`config.mk`:
```
export PLATFORM = sky130hd
export DESIGN_NAME = ssp_spi_port
export DESIGN_NICKNAME = d
export VERILOG_FILES = /design/src/ssp_spi_port.v
export VERILOG_INCLUDE_DIRS = /design/src
export SDC_FILE = /design/constraint.sdc
export NUM_CORES = 1
export LEC_CHECK = 0
export ABC_AREA = 0
export BUFFER_PORTS_ARGS = -buffer_cell sky130_fd_sc_hd__buf_2
export CELL_PAD_IN_SITES_DETAIL_PLACEMENT = 1
export CELL_PAD_IN_SITES_GLOBAL_PLACEMENT = 1
export CORE_MARGIN = 2
export CORE_UTILIZATION = 40
export DETAILED_ROUTE_END_ITERATION = 8
export PLACE_DENSITY_LB_ADDON = 0.1
export SETUP_SLACK_MARGIN = 0.05
export SYNTH_ARGS = -nofsm -noshare
export SYNTH_HDL_FRONTEND = slang
export SYNTH_SLANG_ARGS = --single-unit
```
`constraint.sdc`:
```
create_clock -name ref_clk -period 3.5 [get_ports ref_clk]
set_input_delay 0.35 -clock ref_clk [delete_from_list [all_inputs] [get_ports ref_clk]]
set_output_delay 0.35 -clock ref_clk [all_outputs]
set_load 0.05 [all_outputs]
```
`src/ssp_consts.vh`:
```
`ifndef SSP_CONSTS_VH
`define SSP_CONSTS_VH

// ----------------------------------------------------------------------
// register byte offsets
// ----------------------------------------------------------------------
`define SSP_OFS_CTRL 8'h14
`define SSP_OFS_STATUS 8'h94
`define SSP_OFS_DATA 8'h20
`define SSP_OFS_INT_STAT 8'h24
`define SSP_OFS_INT_CLR 8'h28
`define SSP_OFS_INT_EN 8'h2C

// ----------------------------------------------------------------------
// control register fields
// ----------------------------------------------------------------------
`define SSP_CTRL_EN_BIT 5
`define SSP_CTRL_POL_BIT 4
`define SSP_CTRL_MODE_HI 3
`define SSP_CTRL_MODE_LO 0
`define SSP_CTRL_RESET 6'h00

// ----------------------------------------------------------------------
// mode field codes
// ----------------------------------------------------------------------
`define SSP_MODE_MASTER_LAST 4'h3
`define SSP_MODE_SLAVE_SS 4'h4
`define SSP_MODE_SLAVE_NOSS 4'h5
`define SSP_MODE_TWO_WIRE 4'h6

// ----------------------------------------------------------------------
// status register fields
// ----------------------------------------------------------------------
`define SSP_STAT_SMP_BIT 7
`define SSP_STAT_CKE_BIT 6
`define SSP_STAT_DA_BIT 5
`define SSP_STAT_STOP_BIT 4
`define SSP_STAT_BF_BIT 0
`define SSP_STAT_RESET 8'h00

// ----------------------------------------------------------------------
// interrupt status bits
// ----------------------------------------------------------------------
`define SSP_INT_DONE_BIT 0
`define SSP_INT_STOP_BIT 1
`define SSP_INT_START_BIT 2
`define SSP_INT_WIDTH 3
`define SSP_INT_RESET 3'h0

// ----------------------------------------------------------------------
// timing and framing
// ----------------------------------------------------------------------
`define SSP_HALF_CYCLES 4
`define SSP_BITS 8
`define SSP_MASTER_TICKS 16
`define SSP_ADDR_BITS 9

`endif

```
`src/ssp_spi_port.v`:
```
// Function
// - port runs only while enable bit set
// - enable hands serial pins to the port
// - select high resets slave logic in mode 0100
// - master sample phase: end or middle
// - edge select and polarity pick transmit edge
// - two-wire data/address flag in status bit 5
// - stop flag: set on stop, clear start/disable
// - eight bits out and in per transfer
// - clock driven in master, input in slave
// - buffer full set on receive, clear when empty
//
// Added by the designer: the AHB-Lite register port.
`timescale 1ns/10ps
`default_nettype none
`include "ssp_consts.vh"

module ssp_spi_port #(
    parameter HALF_CYCLES = `SSP_HALF_CYCLES
) (
    input wire ref_clk, // core clock
    input wire arst_n, // async reset, active low
    input wire hsel, // slave select from decoder
    input wire [31:0] haddr, // byte address
    input wire [1:0] htrans, // transfer type
    input wire hwrite, // write when high
    input wire [2:0] hsize, // transfer size
    input wire [31:0] hwdata, // write data
    input wire hready, // bus ready in
    output wire hreadyout, // always ready
    output wire hresp, // always okay
    output reg [31:0] hrdata, // read data
    input wire sdiIn, // serial data in pin
    output wire sdoOut, // serial data out pin
    output wire sdoOe_n, // serial out drive enable
    input wire sckIn, // serial clock pin level
    output wire sckOut, // serial clock drive value
    output wire sckOe_n, // serial clock drive enable
    input wire ssIn_n, // slave select pin
    output wire irq // level interrupt
);

    // transmit edge is rising when edge select and polarity differ
    function txRise;
        input cke;
        input clock_idle_polarity;
        begin
            txRise = cke ^ clock_idle_polarity;
        end
    endfunction

    // ------------------------------------------------------------------
    // registers and state
    // ------------------------------------------------------------------
    reg [5:0] ctrl_reg;
    reg smp_reg;
    reg cke_reg;
    reg dataAddr_reg;
    reg stopSeen_reg;
    reg bufFull_reg;
    reg [7:0] rxBuf_reg;
    reg [7:0] txShift_reg;
    reg [7:0] rxShift_reg;
    reg [3:0] bitCnt_reg;
    reg busy_reg;
    reg [15:0] divCnt_reg;
    reg [4:0] tick_reg;
    reg sckLvl_reg;
    reg [2:0] intStat_reg;
    reg [2:0] intEn_reg;
    reg [7:0] dpAddr_reg;
    reg dpWrite_reg;
    reg sdiM_reg, sdiS_reg, sdiD_reg;
    reg sckM_reg, sckS_reg, sckD_reg;
    reg ssM_reg, ssS_reg;
    reg [3:0] sclCnt_reg;

    wire portEn = ctrl_reg[`SSP_CTRL_EN_BIT];
    wire clock_idle_polarity = ctrl_reg[`SSP_CTRL_POL_BIT];
    wire [3:0] mode = ctrl_reg[`SSP_CTRL_MODE_HI:`SSP_CTRL_MODE_LO];
    wire isMaster = (mode <= `SSP_MODE_MASTER_LAST);
    wire isSlaveSs = (mode == `SSP_MODE_SLAVE_SS);
    wire isSpi = (mode <= `SSP_MODE_SLAVE_NOSS);
    wire isSlave = isSpi && !isMaster;
    wire isTwoWire = !isSpi;

    // ------------------------------------------------------------------
    // bus slave
    // ------------------------------------------------------------------
    // zero wait states: every access completes in its first data phase
    assign hreadyout = 1'b1;
    assign hresp = 1'b0;
    wire addrPhase = hsel && hready && htrans[1];
    wire wrStrobe = dpWrite_reg;
    wire rdData = addrPhase && !hwrite && (haddr[7:0] == `SSP_OFS_DATA);
    wire wrCtrl = wrStrobe && (dpAddr_reg == `SSP_OFS_CTRL);
    wire wrStat = wrStrobe && (dpAddr_reg == `SSP_OFS_STATUS);
    wire wrData = wrStrobe && (dpAddr_reg == `SSP_OFS_DATA);
    wire wrClr = wrStrobe && (dpAddr_reg == `SSP_OFS_INT_CLR);
    wire wrEn = wrStrobe && (dpAddr_reg == `SSP_OFS_INT_EN);

    wire [7:0] statusVal = {smp_reg, cke_reg, dataAddr_reg, stopSeen_reg,
                            3'h0, bufFull_reg};

    // read mux, answer registered into the data phase
    reg [31:0] rdMux;
    always @* begin
        case (haddr[7:0])
            `SSP_OFS_CTRL: rdMux = {26'h0, ctrl_reg};
            `SSP_OFS_STATUS: rdMux = {24'h0, statusVal};
            `SSP_OFS_DATA: rdMux = {24'h0, rxBuf_reg};
            `SSP_OFS_INT_STAT: rdMux = {29'h0, intStat_reg};
            `SSP_OFS_INT_EN: rdMux = {29'h0, intEn_reg};
            default: rdMux = 32'h0;
        endcase
    end

    // address phase capture and read data
    always @(posedge ref_clk or negedge arst_n) begin
        if (!arst_n) begin
            dpAddr_reg <= 8'h00;
            dpWrite_reg <= 1'b0;
            hrdata <= 32'h0;
        end else begin
            dpWrite_reg <= addrPhase && hwrite;
            if (addrPhase) begin
                dpAddr_reg <= haddr[7:0];
            end
            if (addrPhase && !hwrite) begin
                hrdata <= rdMux;
            end
        end
    end

    // control and writable status bits; disable happens here too
    always @(posedge ref_clk or negedge arst_n) begin
        if (!arst_n) begin
            ctrl_reg <= `SSP_CTRL_RESET;
            smp_reg <= 1'b0;
            cke_reg <= 1'b0;
            intEn_reg <= `SSP_INT_RESET;
        end else begin
            if (wrCtrl) begin
                ctrl_reg <= hwdata[5:0];
            end
            if (wrStat) begin
                smp_reg <= hwdata[`SSP_STAT_SMP_BIT];
                cke_reg <= hwdata[`SSP_STAT_CKE_BIT];
            end
            if (wrEn) begin
                intEn_reg <= hwdata[2:0];
            end
        end
    end

    // ------------------------------------------------------------------
    // pin synchronisers
    // ------------------------------------------------------------------
    // two flops each; the third sdi/sck flop only serves edge finding
    always @(posedge ref_clk or negedge arst_n) begin
        if (!arst_n) begin
            sdiM_reg <= 1'b1;
            sdiS_reg <= 1'b1;
            sdiD_reg <= 1'b1;
            sckM_reg <= 1'b0;
            sckS_reg <= 1'b0;
            sckD_reg <= 1'b0;
            ssM_reg <= 1'b1;
            ssS_reg <= 1'b1;
        end else begin
            sdiM_reg <= sdiIn;
            sdiS_reg <= sdiM_reg;
            sdiD_reg <= sdiS_reg;
            sckM_reg <= sckIn;
            sckS_reg <= sckM_reg;
            sckD_reg <= sckS_reg;
            ssM_reg <= ssIn_n;
            ssS_reg <= ssM_reg;
        end
    end

    // ------------------------------------------------------------------
    // shift engine
    // ------------------------------------------------------------------
    wire sckRiseS = sckS_reg && !sckD_reg;
    wire sckFallS = !sckS_reg && sckD_reg;
    wire txIsRise = txRise(cke_reg, clock_idle_polarity);
    wire ssReset = isSlaveSs && ssS_reg;
    wire slvTxEdge = txIsRise ? sckRiseS : sckFallS;
    wire slvSmpEdge = txIsRise ? sckFallS : sckRiseS;
    wire slvActive = portEn && isSlave && !ssReset;

    // compared at full width so no bits of the parameter are cut
    wire divDone = ({16'h0, divCnt_reg} == HALF_CYCLES - 1);
    wire mTick = busy_reg && divDone;
    wire tickEnd = (tick_reg == `SSP_MASTER_TICKS);
    // sample phase: odd/even tick picked by edge select and phase
    wire mSmp = mTick && (smp_reg ? ((tick_reg[0] != cke_reg)
                && (tick_reg != 5'h0)) : ((tick_reg[0] == cke_reg)
                && !tickEnd));
    wire mTx = mTick && (tick_reg[0] != cke_reg) && (tick_reg != 5'h0)
               && !tickEnd;
    wire doSmp = (isMaster ? mSmp : (slvActive && slvSmpEdge));
    wire doTx = isMaster ? mTx
                : (slvActive && slvTxEdge && (bitCnt_reg != 4'h0));
    wire lastSmp = doSmp && (bitCnt_reg == `SSP_BITS - 1);
    wire mStart = portEn && isMaster && !busy_reg && wrData;

    always @(posedge ref_clk or negedge arst_n) begin
        if (!arst_n) begin
            txShift_reg <= 8'h00;
            rxShift_reg <= 8'h00;
            bitCnt_reg <= 4'h0;
            busy_reg <= 1'b0;
            divCnt_reg <= 16'h0;
            tick_reg <= 5'h0;
            sckLvl_reg <= 1'b0;
        end else if (!portEn || isTwoWire) begin
            bitCnt_reg <= 4'h0;
            busy_reg <= 1'b0;
            divCnt_reg <= 16'h0;
            tick_reg <= 5'h0;
            sckLvl_reg <= clock_idle_polarity;
            if (wrData) begin
                txShift_reg <= hwdata[7:0];
            end
        end else if (ssReset) begin
            bitCnt_reg <= 4'h0;
            if (wrData) begin
                txShift_reg <= hwdata[7:0];
            end
        end else begin
            // writes while a transfer runs are dropped
            if (wrData && !busy_reg && bitCnt_reg == 4'h0) begin
                txShift_reg <= hwdata[7:0];
            end else if (doTx) begin
                txShift_reg <= {txShift_reg[6:0], 1'b0};
            end
            if (doSmp) begin
                rxShift_reg <= {rxShift_reg[6:0], sdiS_reg};
                bitCnt_reg <= lastSmp ? 4'h0 : bitCnt_reg + 4'h1;
            end
            if (mStart) begin
                busy_reg <= 1'b1;
                divCnt_reg <= 16'h0;
                tick_reg <= 5'h0;
            end else if (busy_reg) begin
                divCnt_reg <= divDone ? 16'h0 : divCnt_reg + 16'h1;
                if (mTick) begin
                    tick_reg <= tick_reg + 5'h1;
                    if (tickEnd) begin
                        busy_reg <= 1'b0;
                    end else begin
                        sckLvl_reg <= !sckLvl_reg;
                    end
                end
            end else begin
                sckLvl_reg <= clock_idle_polarity;
            end
        end
    end

    // ------------------------------------------------------------------
    // receive buffer
    // ------------------------------------------------------------------
    // full on completed byte, set wins over read clear
    always @(posedge ref_clk or negedge arst_n) begin
        if (!arst_n) begin
            rxBuf_reg <= 8'h00;
            bufFull_reg <= 1'b0;
        end else if (lastSmp && portEn && isSpi) begin
            rxBuf_reg <= {rxShift_reg[6:0], sdiS_reg};
            bufFull_reg <= 1'b1;
        end else if (rdData) begin
            bufFull_reg <= 1'b0;
        end
    end

    // ------------------------------------------------------------------
    // two-wire bus conditions
    // ------------------------------------------------------------------
    wire twOn = portEn && isTwoWire;
    wire startDet = twOn && sckS_reg && sckD_reg && sdiD_reg && !sdiS_reg;
    wire stopDet = twOn && sckS_reg && sckD_reg && !sdiD_reg && sdiS_reg;

    // address byte plus acknowledge precedes data
    // stop flag tracks the latest bus condition
    always @(posedge ref_clk or negedge arst_n) begin
        if (!arst_n) begin
            stopSeen_reg <= 1'b0;
            dataAddr_reg <= 1'b0;
            sclCnt_reg <= 4'h0;
        end else if (!twOn) begin
            stopSeen_reg <= 1'b0;
            dataAddr_reg <= 1'b0;
            sclCnt_reg <= 4'h0;
        end else if (startDet) begin
            stopSeen_reg <= 1'b0;
            dataAddr_reg <= 1'b0;
            sclCnt_reg <= 4'h0;
        end else begin
            if (stopDet) begin
                stopSeen_reg <= 1'b1;
            end
            if (sckRiseS && sclCnt_reg != `SSP_ADDR_BITS) begin
                sclCnt_reg <= sclCnt_reg + 4'h1;
                if (sclCnt_reg == `SSP_ADDR_BITS - 1) begin
                    dataAddr_reg <= 1'b1;
                end
            end
        end
    end

    // ------------------------------------------------------------------
    // interrupts
    // ------------------------------------------------------------------
    wire [2:0] intEvt = {startDet, stopDet, lastSmp && portEn && isSpi};

    // sticky bits; a new event beats a clear in the same cycle
    always @(posedge ref_clk or negedge arst_n) begin
        if (!arst_n) begin
            intStat_reg <= `SSP_INT_RESET;
        end else begin
            intStat_reg <= (intStat_reg & ~(wrClr ? hwdata[2:0] : 3'h0))
                           | intEvt;
        end
    end

    assign irq = |(intStat_reg & intEn_reg);

    // ------------------------------------------------------------------
    // pin drive
    // ------------------------------------------------------------------
    // pins only driven while the port owns them
    assign sckOut = sckLvl_reg;
    assign sckOe_n = !(portEn && isMaster);
    // slave with select control releases the line while deselected
    assign sdoOut = txShift_reg[7];
    assign sdoOe_n = !(portEn && isSpi && !ssReset);

endmodule // ssp_spi_port
`default_nettype wire

```
==> results.md, run 1 <==
- Status: finished clean
- Crit path to: rxBuf_reg[5]
- Mapped Cells: 489
- FF-to-FF End: rxBuf_reg[5]
- Die Wd: 118 µm
- Clock Power Share: 37.3%
- Count of input and output buffers: 37
- Maximum vdd drop: 0.000322 V
- Gr ovfl total: 0
- Switching share of total power: a little under a third
- Max reg flops: 16
- Synth Flop Type: dfrtp_1
- Hold Buf Count CTS: 0
- Vias: 3913
- CP arrival: between 3000 and 4000 ps
- DR WL/cell: 18.2 µm
- Reg2reg path depth: 6
- FF-to-FF Start: divCnt_reg[0]
- F_max: 0.351 GHz
- Post-CTS Setup Bufs: 0
- Required @ worst endpoint: 3740 ps
- CTS tree: built
- Largest net degree at the start of global routing: 54
- R2R Setup Slk: 650 ps
- Seq/Total Area, Yosys: 46.5%
- Clock-pin slew on the worst setup and hold paths: ~70 ps
- Combinational Power Share: 14.3%
- Hpwl dp: 9.39 mm
- RD Place Congestion: a little over 0.8
- Reg power frac: 48.4%
- Drt drc: 0
- Core area: 12600 µm²
- Crit. End Element: flip-flop
- Final WL: 12.8 mm
- Global-route wire length before repair: roughly 21 mm
- # clock sinks: 96
- Ports: 116
- Pint: around 1.8 mW
- Initial antenna violation count: 0
- Post-route ant nets: 0
- Pwr/cell area: 453 nW/µm²
- Tcrit/Tclk final: 81.3%
- Placed cell count: 688
- Fin crit period: 2850 ps
- Initial Util: between 40% and 50%
- Worst slew margin: 28.4%
- Vias in the first global route: 4009
- Die ar.: 13900 µm²
- Max Slew Vio Count: 0
- EDFF count, synth: 0
- Unrepaired setup endpoints after global routing: false
- Maxcap violations: 0
- P&R area growth vs syn: 11.0%
- Post-Layout Cell Count: about 700
- Max FO, Critical Path: 10
- Die H: between 100 and 150 µm
- Hold Path Class: in2async
- Synth warnings: 0
- Netlist cell types: 69
- Syn avg cell area: about 11 µm²
- Post_cts resized: 0
- Initial DRT Pass Iterations: 4
- Worst Tran Pin Value: 1070 ps
- Layout Nets: about 610
- Clock skew: 8.14 ps
- Hold Violations, Final: 0
- CP startpoint kind: flip-flop
- Yosys reg bits: 96
- P_sw: 0.805 mW
- Critical path type: reg2reg
- Initial drt markers: 204
- H-Tree Depth: 3
- Final setup fails: 0
- Placement Rows: 41
- Setup total negative slack: 0 ps
- CTS buffer count: 9
- Root Driver: clkbuf_16
- # diodes: 0
- Ys async rst share: 100%
- Maximum clock path buffer count: 2
- Static Leakage: approximately 2.5 nW
- Cell area after synthesis: just over 5000 µm²
- Worst setup startpoint: divCnt_reg[0]
- Clock latency on the worst-skew pair: 360 ps
- Overall routing resource usage: approximately 19%
- Tot Pwr: 2.60 mW
- Share of cells above drive strength 1: 25.0%
- Via density: about 5.6
worst min path at each step:
| stage | end | slack (ps) | depth (start not counted) |
|---|---|---|---|
| floorplan | bitCnt_reg[0] | 50 | 0 |
| global placement | sckS_reg | 340 | 0 |
| detailed placement | sdiS_reg | 350 | 0 |
| CTS | divCnt_reg[4] | 50 | 1 |
| global route | sdiM_reg | 70 | 1 |
| finish | divCnt_reg[4] | 20 | 1 |
critical path: stages (launching register included):
cell and delay, ps:
dfrtp_1 430, ha_1 310, nor4b_2 300, nand4_1 230
a211o_2 420, a211oi_4 630, mux2_2 410
cell families after synthesis:
kind of cell	Yosys count	synth area share (%)
buffers and inverters	59	6.42
adders and majority gates	8	1.93
and+or+nand+nor	173	20.0
DFF	96	46.5
other	2	0.145
muxes	55	11.8
AOI/OAI and AO/OA	91	12.4
xor gates and xnor gates	5	0.845
routing by layer:
layer  vias to the layer above  global-route usage, %  wire length (µm)
met5                         -                      0                 0
met2                        71                   28.8              5700
li1                       1827                      -                 -
met4                         0                   7.53               204
met1                      1999                   28.1              6540
met3                        16                   2.96               378
synthesized netlist by cell type (2+ instances only):
cell        n  area share (%)
dfrtp_1    91              44
mux2_2     48              10
nor2_1     29             2.1
buf_4      27             3.9
o21ai_0    26             2.5
nand2_1    23             1.7
nand3_1    20             1.9
inv_1      15             1.1
a21oi_1    14             1.4
nand4_1    14             1.7
nor3_1     13             1.3
nand2b_1    9             1.1
clkbuf_1    8            0.58
ha_1        8             1.9
nor4_1      8            0.97
a22oi_1     7             1.0
and3_1      7            0.85
a22o_1      6             1.0
buf_2       6            0.58
mux2i_1     6             1.2
o31ai_1     6            0.87
a21o_1      5            0.72
and2_1      5            0.60
dfstp_2     5             2.5
nand3b_1    5            0.72
or3_1       5            0.60
a2bb2oi_1   4            0.68
nor2b_1     4            0.48
xor2_1      4            0.68
a311oi_1    3            0.51
a31oi_1     3            0.36
and4_1      3            0.51
nand4b_1    3            0.51
nor3b_1     3            0.43
nor4b_1     3            0.51
a222oi_1    2            0.39
clkbuf_2    2            0.19
conb_1      2            0.14
nor4_2      2            0.48
nor4_4      2            0.82
o211ai_1    2            0.29
o31a_1      2            0.34
or3b_2      2            0.34
or4b_2      2            0.39
cells in the final DEF (no fill, tap or decap), types with 5 or more instances in the layout:
master     synthesis  routed
nor2_1            29      29
and2_1             5       5
buf_4             27      10
a21oi_1           14      14
dfrtp_1           91      91
o31ai_1            6       6
a22oi_1            7       7
nand3b_1           5       5
clkbuf_16          0       9
nand3_1           20      20
and3_1             7       7
nor4_1             8       8
buf_2              6      36
nand4_1           14      14
or3_1              5       5
mux2i_1            6       6
a22o_1             6       6
inv_1             15      15
nand2b_1           9       9
nand2_1           23      23
conb_1             2      26
ha_1               8       8
mux2_2            48      48
dfstp_2            5       5
nor3_1            13      13
o21ai_0           26      26
a21o_1             5       5
final cells by class:
class                           count  area (µm²)
Clock buffer                        9         225
Fill cell                        1432        6870
Multi-Input combinational cell    358        2530
Timing Repair Buffer               46         255
Sequential cell                    96        2410
Clock inverter                      7        56.3
Inverter                           16        60.1
Tap cell                          172         215
power groups by stage:
stage                     Clock (mW)  Sequential (mW)  Combinational (mW)
after CTS                      0.995             1.26               0.377
final                          0.971             1.26               0.372
after floorplan                    0             1.34               0.222
after global routing            1.04             1.27               0.402
after detailed placement           0             1.28               0.376
after global placement             0             1.28               0.370
metrics by stage:
stage	setup WS (ps)	cell area (µm²)	hold slack (ps)	util [%]
2_1_floorplan	964	5270	54.4	-
3_3_place_gp	711	5470	336	43.3
3_5_place_dp	666	5470	348	43.3
4_1_cts	617	5750	54.0	45.6
5_1_grt	517	5750	74.3	45.6
6_report	655	5750	22.8	45.6
Note: power is estimated with default switching activity, not from simulation.
==> run 2: changes to the inputs <==
--- a/config.mk
+++ b/config.mk
@@ -11,7 +11,7 @@
 export CELL_PAD_IN_SITES_DETAIL_PLACEMENT = 1
 export CELL_PAD_IN_SITES_GLOBAL_PLACEMENT = 1
 export CORE_MARGIN = 2
-export CORE_UTILIZATION = 40
+export CORE_UTILIZATION = 38
 export DETAILED_ROUTE_END_ITERATION = 8
 export PLACE_DENSITY_LB_ADDON = 0.1
 export SETUP_SLACK_MARGIN = 0.05
==> constraint.sdc (replaced) <==
create_clock -name ref_clk -period 2.3 [get_ports ref_clk]
set_input_delay 0.23 -clock ref_clk [delete_from_list [all_inputs] [get_ports ref_clk]]
set_output_delay 0.23 -clock ref_clk [all_outputs]
set_load 0.05 [all_outputs]
==> run 2 against run 1 <==
  * The run now ends with setup timing left
  * Clock skew fell by 1.5 ps
  * Clock-buffer cell count rose by 1
  * Register-to-register slack got worse by 730 ps
  * Combinational power rose by 87%
  * Sequential power rose by 51%
  * Sequential share of layout area fell by 6.2 points
  * First-iteration DRC count fell by 2.9%
  * Routed wire length rose by 12%
  * Clock power rose by 52%
  * Cell area rose by 18%
  * Worst setup slack got worse by 730 ps
  * Critical path type unchanged
==> results.md, run 2 (same netlist as run 1, synthesis figures left out) <==
- Tcrit/Tclk final: 103% (+22 points)
- Share of cells above drive strength 1: 38.2% (+13 points)
- Core area: 13300 µm² (+5.4%)
- Largest net degree at the start of global routing: 54 (unchanged)
- Status: finished with violations
- Clock-pin slew on the worst setup and hold paths: 70 ps (about the same)
- Hold Path Class: in2reg
- Highest Signal Layer: met4
- Critical path type: reg2reg
- Vias in the first global route: 4461 (+11%)
- Die ar.: 14600 µm² (+5.1%)
- Overall routing resource usage: 20.6% (+1.4 points)
- Max Slew Vio Count: 0 (unchanged)
- Final WL: 14.3 mm (+12%)
- Maxcap violations: 0 (unchanged)
- Required @ worst endpoint: 2540 ps (-1200 ps)
- Global-route wire length before repair: 23.3 mm (+9.2%)
- Hold Violations, Final: 0 (unchanged)
- Pwr/cell area: 604 nW/µm² (+33%)
- Met2 WL: 7.23 mm (+27%)
- Max reg flops: 16 (unchanged)
- Die Wd: 121 µm (+2.5%)
- CP arrival: 2620 ps (-460 ps)
- Via density: 5.37 (-3.4%)
- Most frequent cells in the layout: 90 x dfrtp_1, 76 x buf_4, 36 x buf_2
- H-Tree Depth: 3 (unchanged)
- # clock sinks: 96 (unchanged)
- Maximum clock path buffer count: 2 (unchanged)
- Worst Tran Pin Value: 618 ps (-448 ps)
- Reg2reg path depth: 9 (+3)
- Vias: 4235 (+8.2%)
- M1 WL: 6.34 mm (-3.0%)
- Layout fillers: 1445 (+0.91%)
- RD Place Congestion: 0.843 (+2.7%)
- Gr ovfl total: 0 (unchanged)
- DR WL/cell: 18.1 µm (-0.49%)
- Clock skew: 6.66 ps (-1.48 ps)
- Commonest non-fill, non-tap cell in the layout: dfrtp_1
- Post-Layout Cell Count: 789 (+12%)
- Failing checks: setup timing
- Worst slew margin: 58.6% (+30 points)
- Layout Nets: 693 (+13%)
- Finished layout cell area: 6760 µm² (+18%)
- Hpwl dp: 10.3 mm (+9.8%)
- Die H: 121 µm (+2.5%)
- Drt drc: 0 (unchanged)
- Fin crit period: 2370 ps (-472 ps)
- Clock latency on the worst-skew pair: 360 ps (about the same)
- Final setup fails: 21 (+21)
- CP startpoint kind: flip-flop
- Area post-placement: 6060 µm² (+11%)
- Hold path cells: 3
- Min Hold Slack: 93.9 ps (+71.1 ps)
- Post-layout worst setup margin: -73.8 ps (-728 ps)
- Initial antenna violation count: 0 (unchanged)
- Root Driver: clkbuf_16
- Placed cell count: 755 (+9.7%)
- CTS buffer count: 9 (unchanged)
- Maximum vdd drop: 0.000340 V (+5.6%)
- Ports: 116 (unchanged)
- Static Leakage: 3.04 nW (+20%)
- Post-route ant nets: 0 (unchanged)
- Unrepaired setup endpoints after global routing: true
- Placement Rows: 42 (+2.4%)
- Initial DRT Pass Iterations: 4 (unchanged)
- WL met3: 324 µm (-14%)
- Count of input and output buffers: 37 (unchanged)
- Crit. End Element: flip-flop
- Initial Util: 39.0% (-2.1 points)
- Max FO, Critical Path: 7 (-3)
- Setup WS pre-CTS: -190 ps (-856 ps)
- CTS tree: built
- # diodes: 0 (unchanged)
- Initial drt markers: 198 (-2.9%)
- P&R area growth vs syn: 30.5%
- F_max: 0.421 GHz (+20%)
-- run 2: worst max-delay path: stages (launching register included) --
cell and delay (ps):
dfrtp_1 360, inv_1 70, ha_4 160, nor4bb_4 150, or3_1 370, a211o_4 370
buf_4 150, a21oi_4 170, buf_12 160, mux2_4 300
-- run 2: final cells by class --
cell class                      count  area [µm²]  area share (%)
Sequential cell                    96        2410            35.7
Timing Repair Buffer              127         976            14.4
Multi-Input combinational cell    358        2800            41.5
Clock inverter                      6        48.8           0.722
Inverter                           16        61.3           0.907
Clock buffer                       10         239            3.54
Tap cell                          176         220            3.26
-- run 2: where the power goes --
part | total, mW | internal (mW) | switching [mW]
Clock | 1.48 | 0.777 | 0.705
Combinational | 0.696 | 0.253 | 0.443
Sequential | 1.90 | 1.82 | 0.0812
-- run 2: path summary, 6_finish.rpt --
| path | startpoint | endpoint | slack (ps) |
|---|---|---|---|
| min | hwrite | dpWrite_reg | 90 |
| max reg2reg | tick_reg[1] | rxShift_reg[5] | -70 |
| min in group asynchronous | arst_n | txShift_reg[7] | 250 |
| max | tick_reg[1] | rxShift_reg[5] | -70 |
| min reg2reg | sckM_reg | sckS_reg | 360 |
| max in group asynchronous | arst_n | ctrl_reg[3] | 1340 |
-- run 2: stage by stage --
stage	utilization (%)	setup TNS [ps]	power [mW]
3_3_place_gp	45.6	-1440	2.57
3_5_place_dp	45.6	-2670	2.59
4_1_cts	49.3	-808	4.10
2_1_floorplan	-	-535	2.40
6_report	50.8	-1010	4.08
5_1_grt	50.8	-2110	4.27
-- run 2: routing by layer --
metal / GRT usage [%] / up-vias
met2: 34.7 / 63
met3: 3.30 / 23
met5: 0 / -
li1: - / 1994
met1: 26.1 / 2155
met4: 9.23 / 0
-- run 2: repair_timing --
item,CTS,global route
buffers inserted,7,7
endpoints found under the hold margin,12,0
gates resized for setup,21,34
pin swaps,8,9
hold buffers,4,0
setup endpoints to repair,36,41
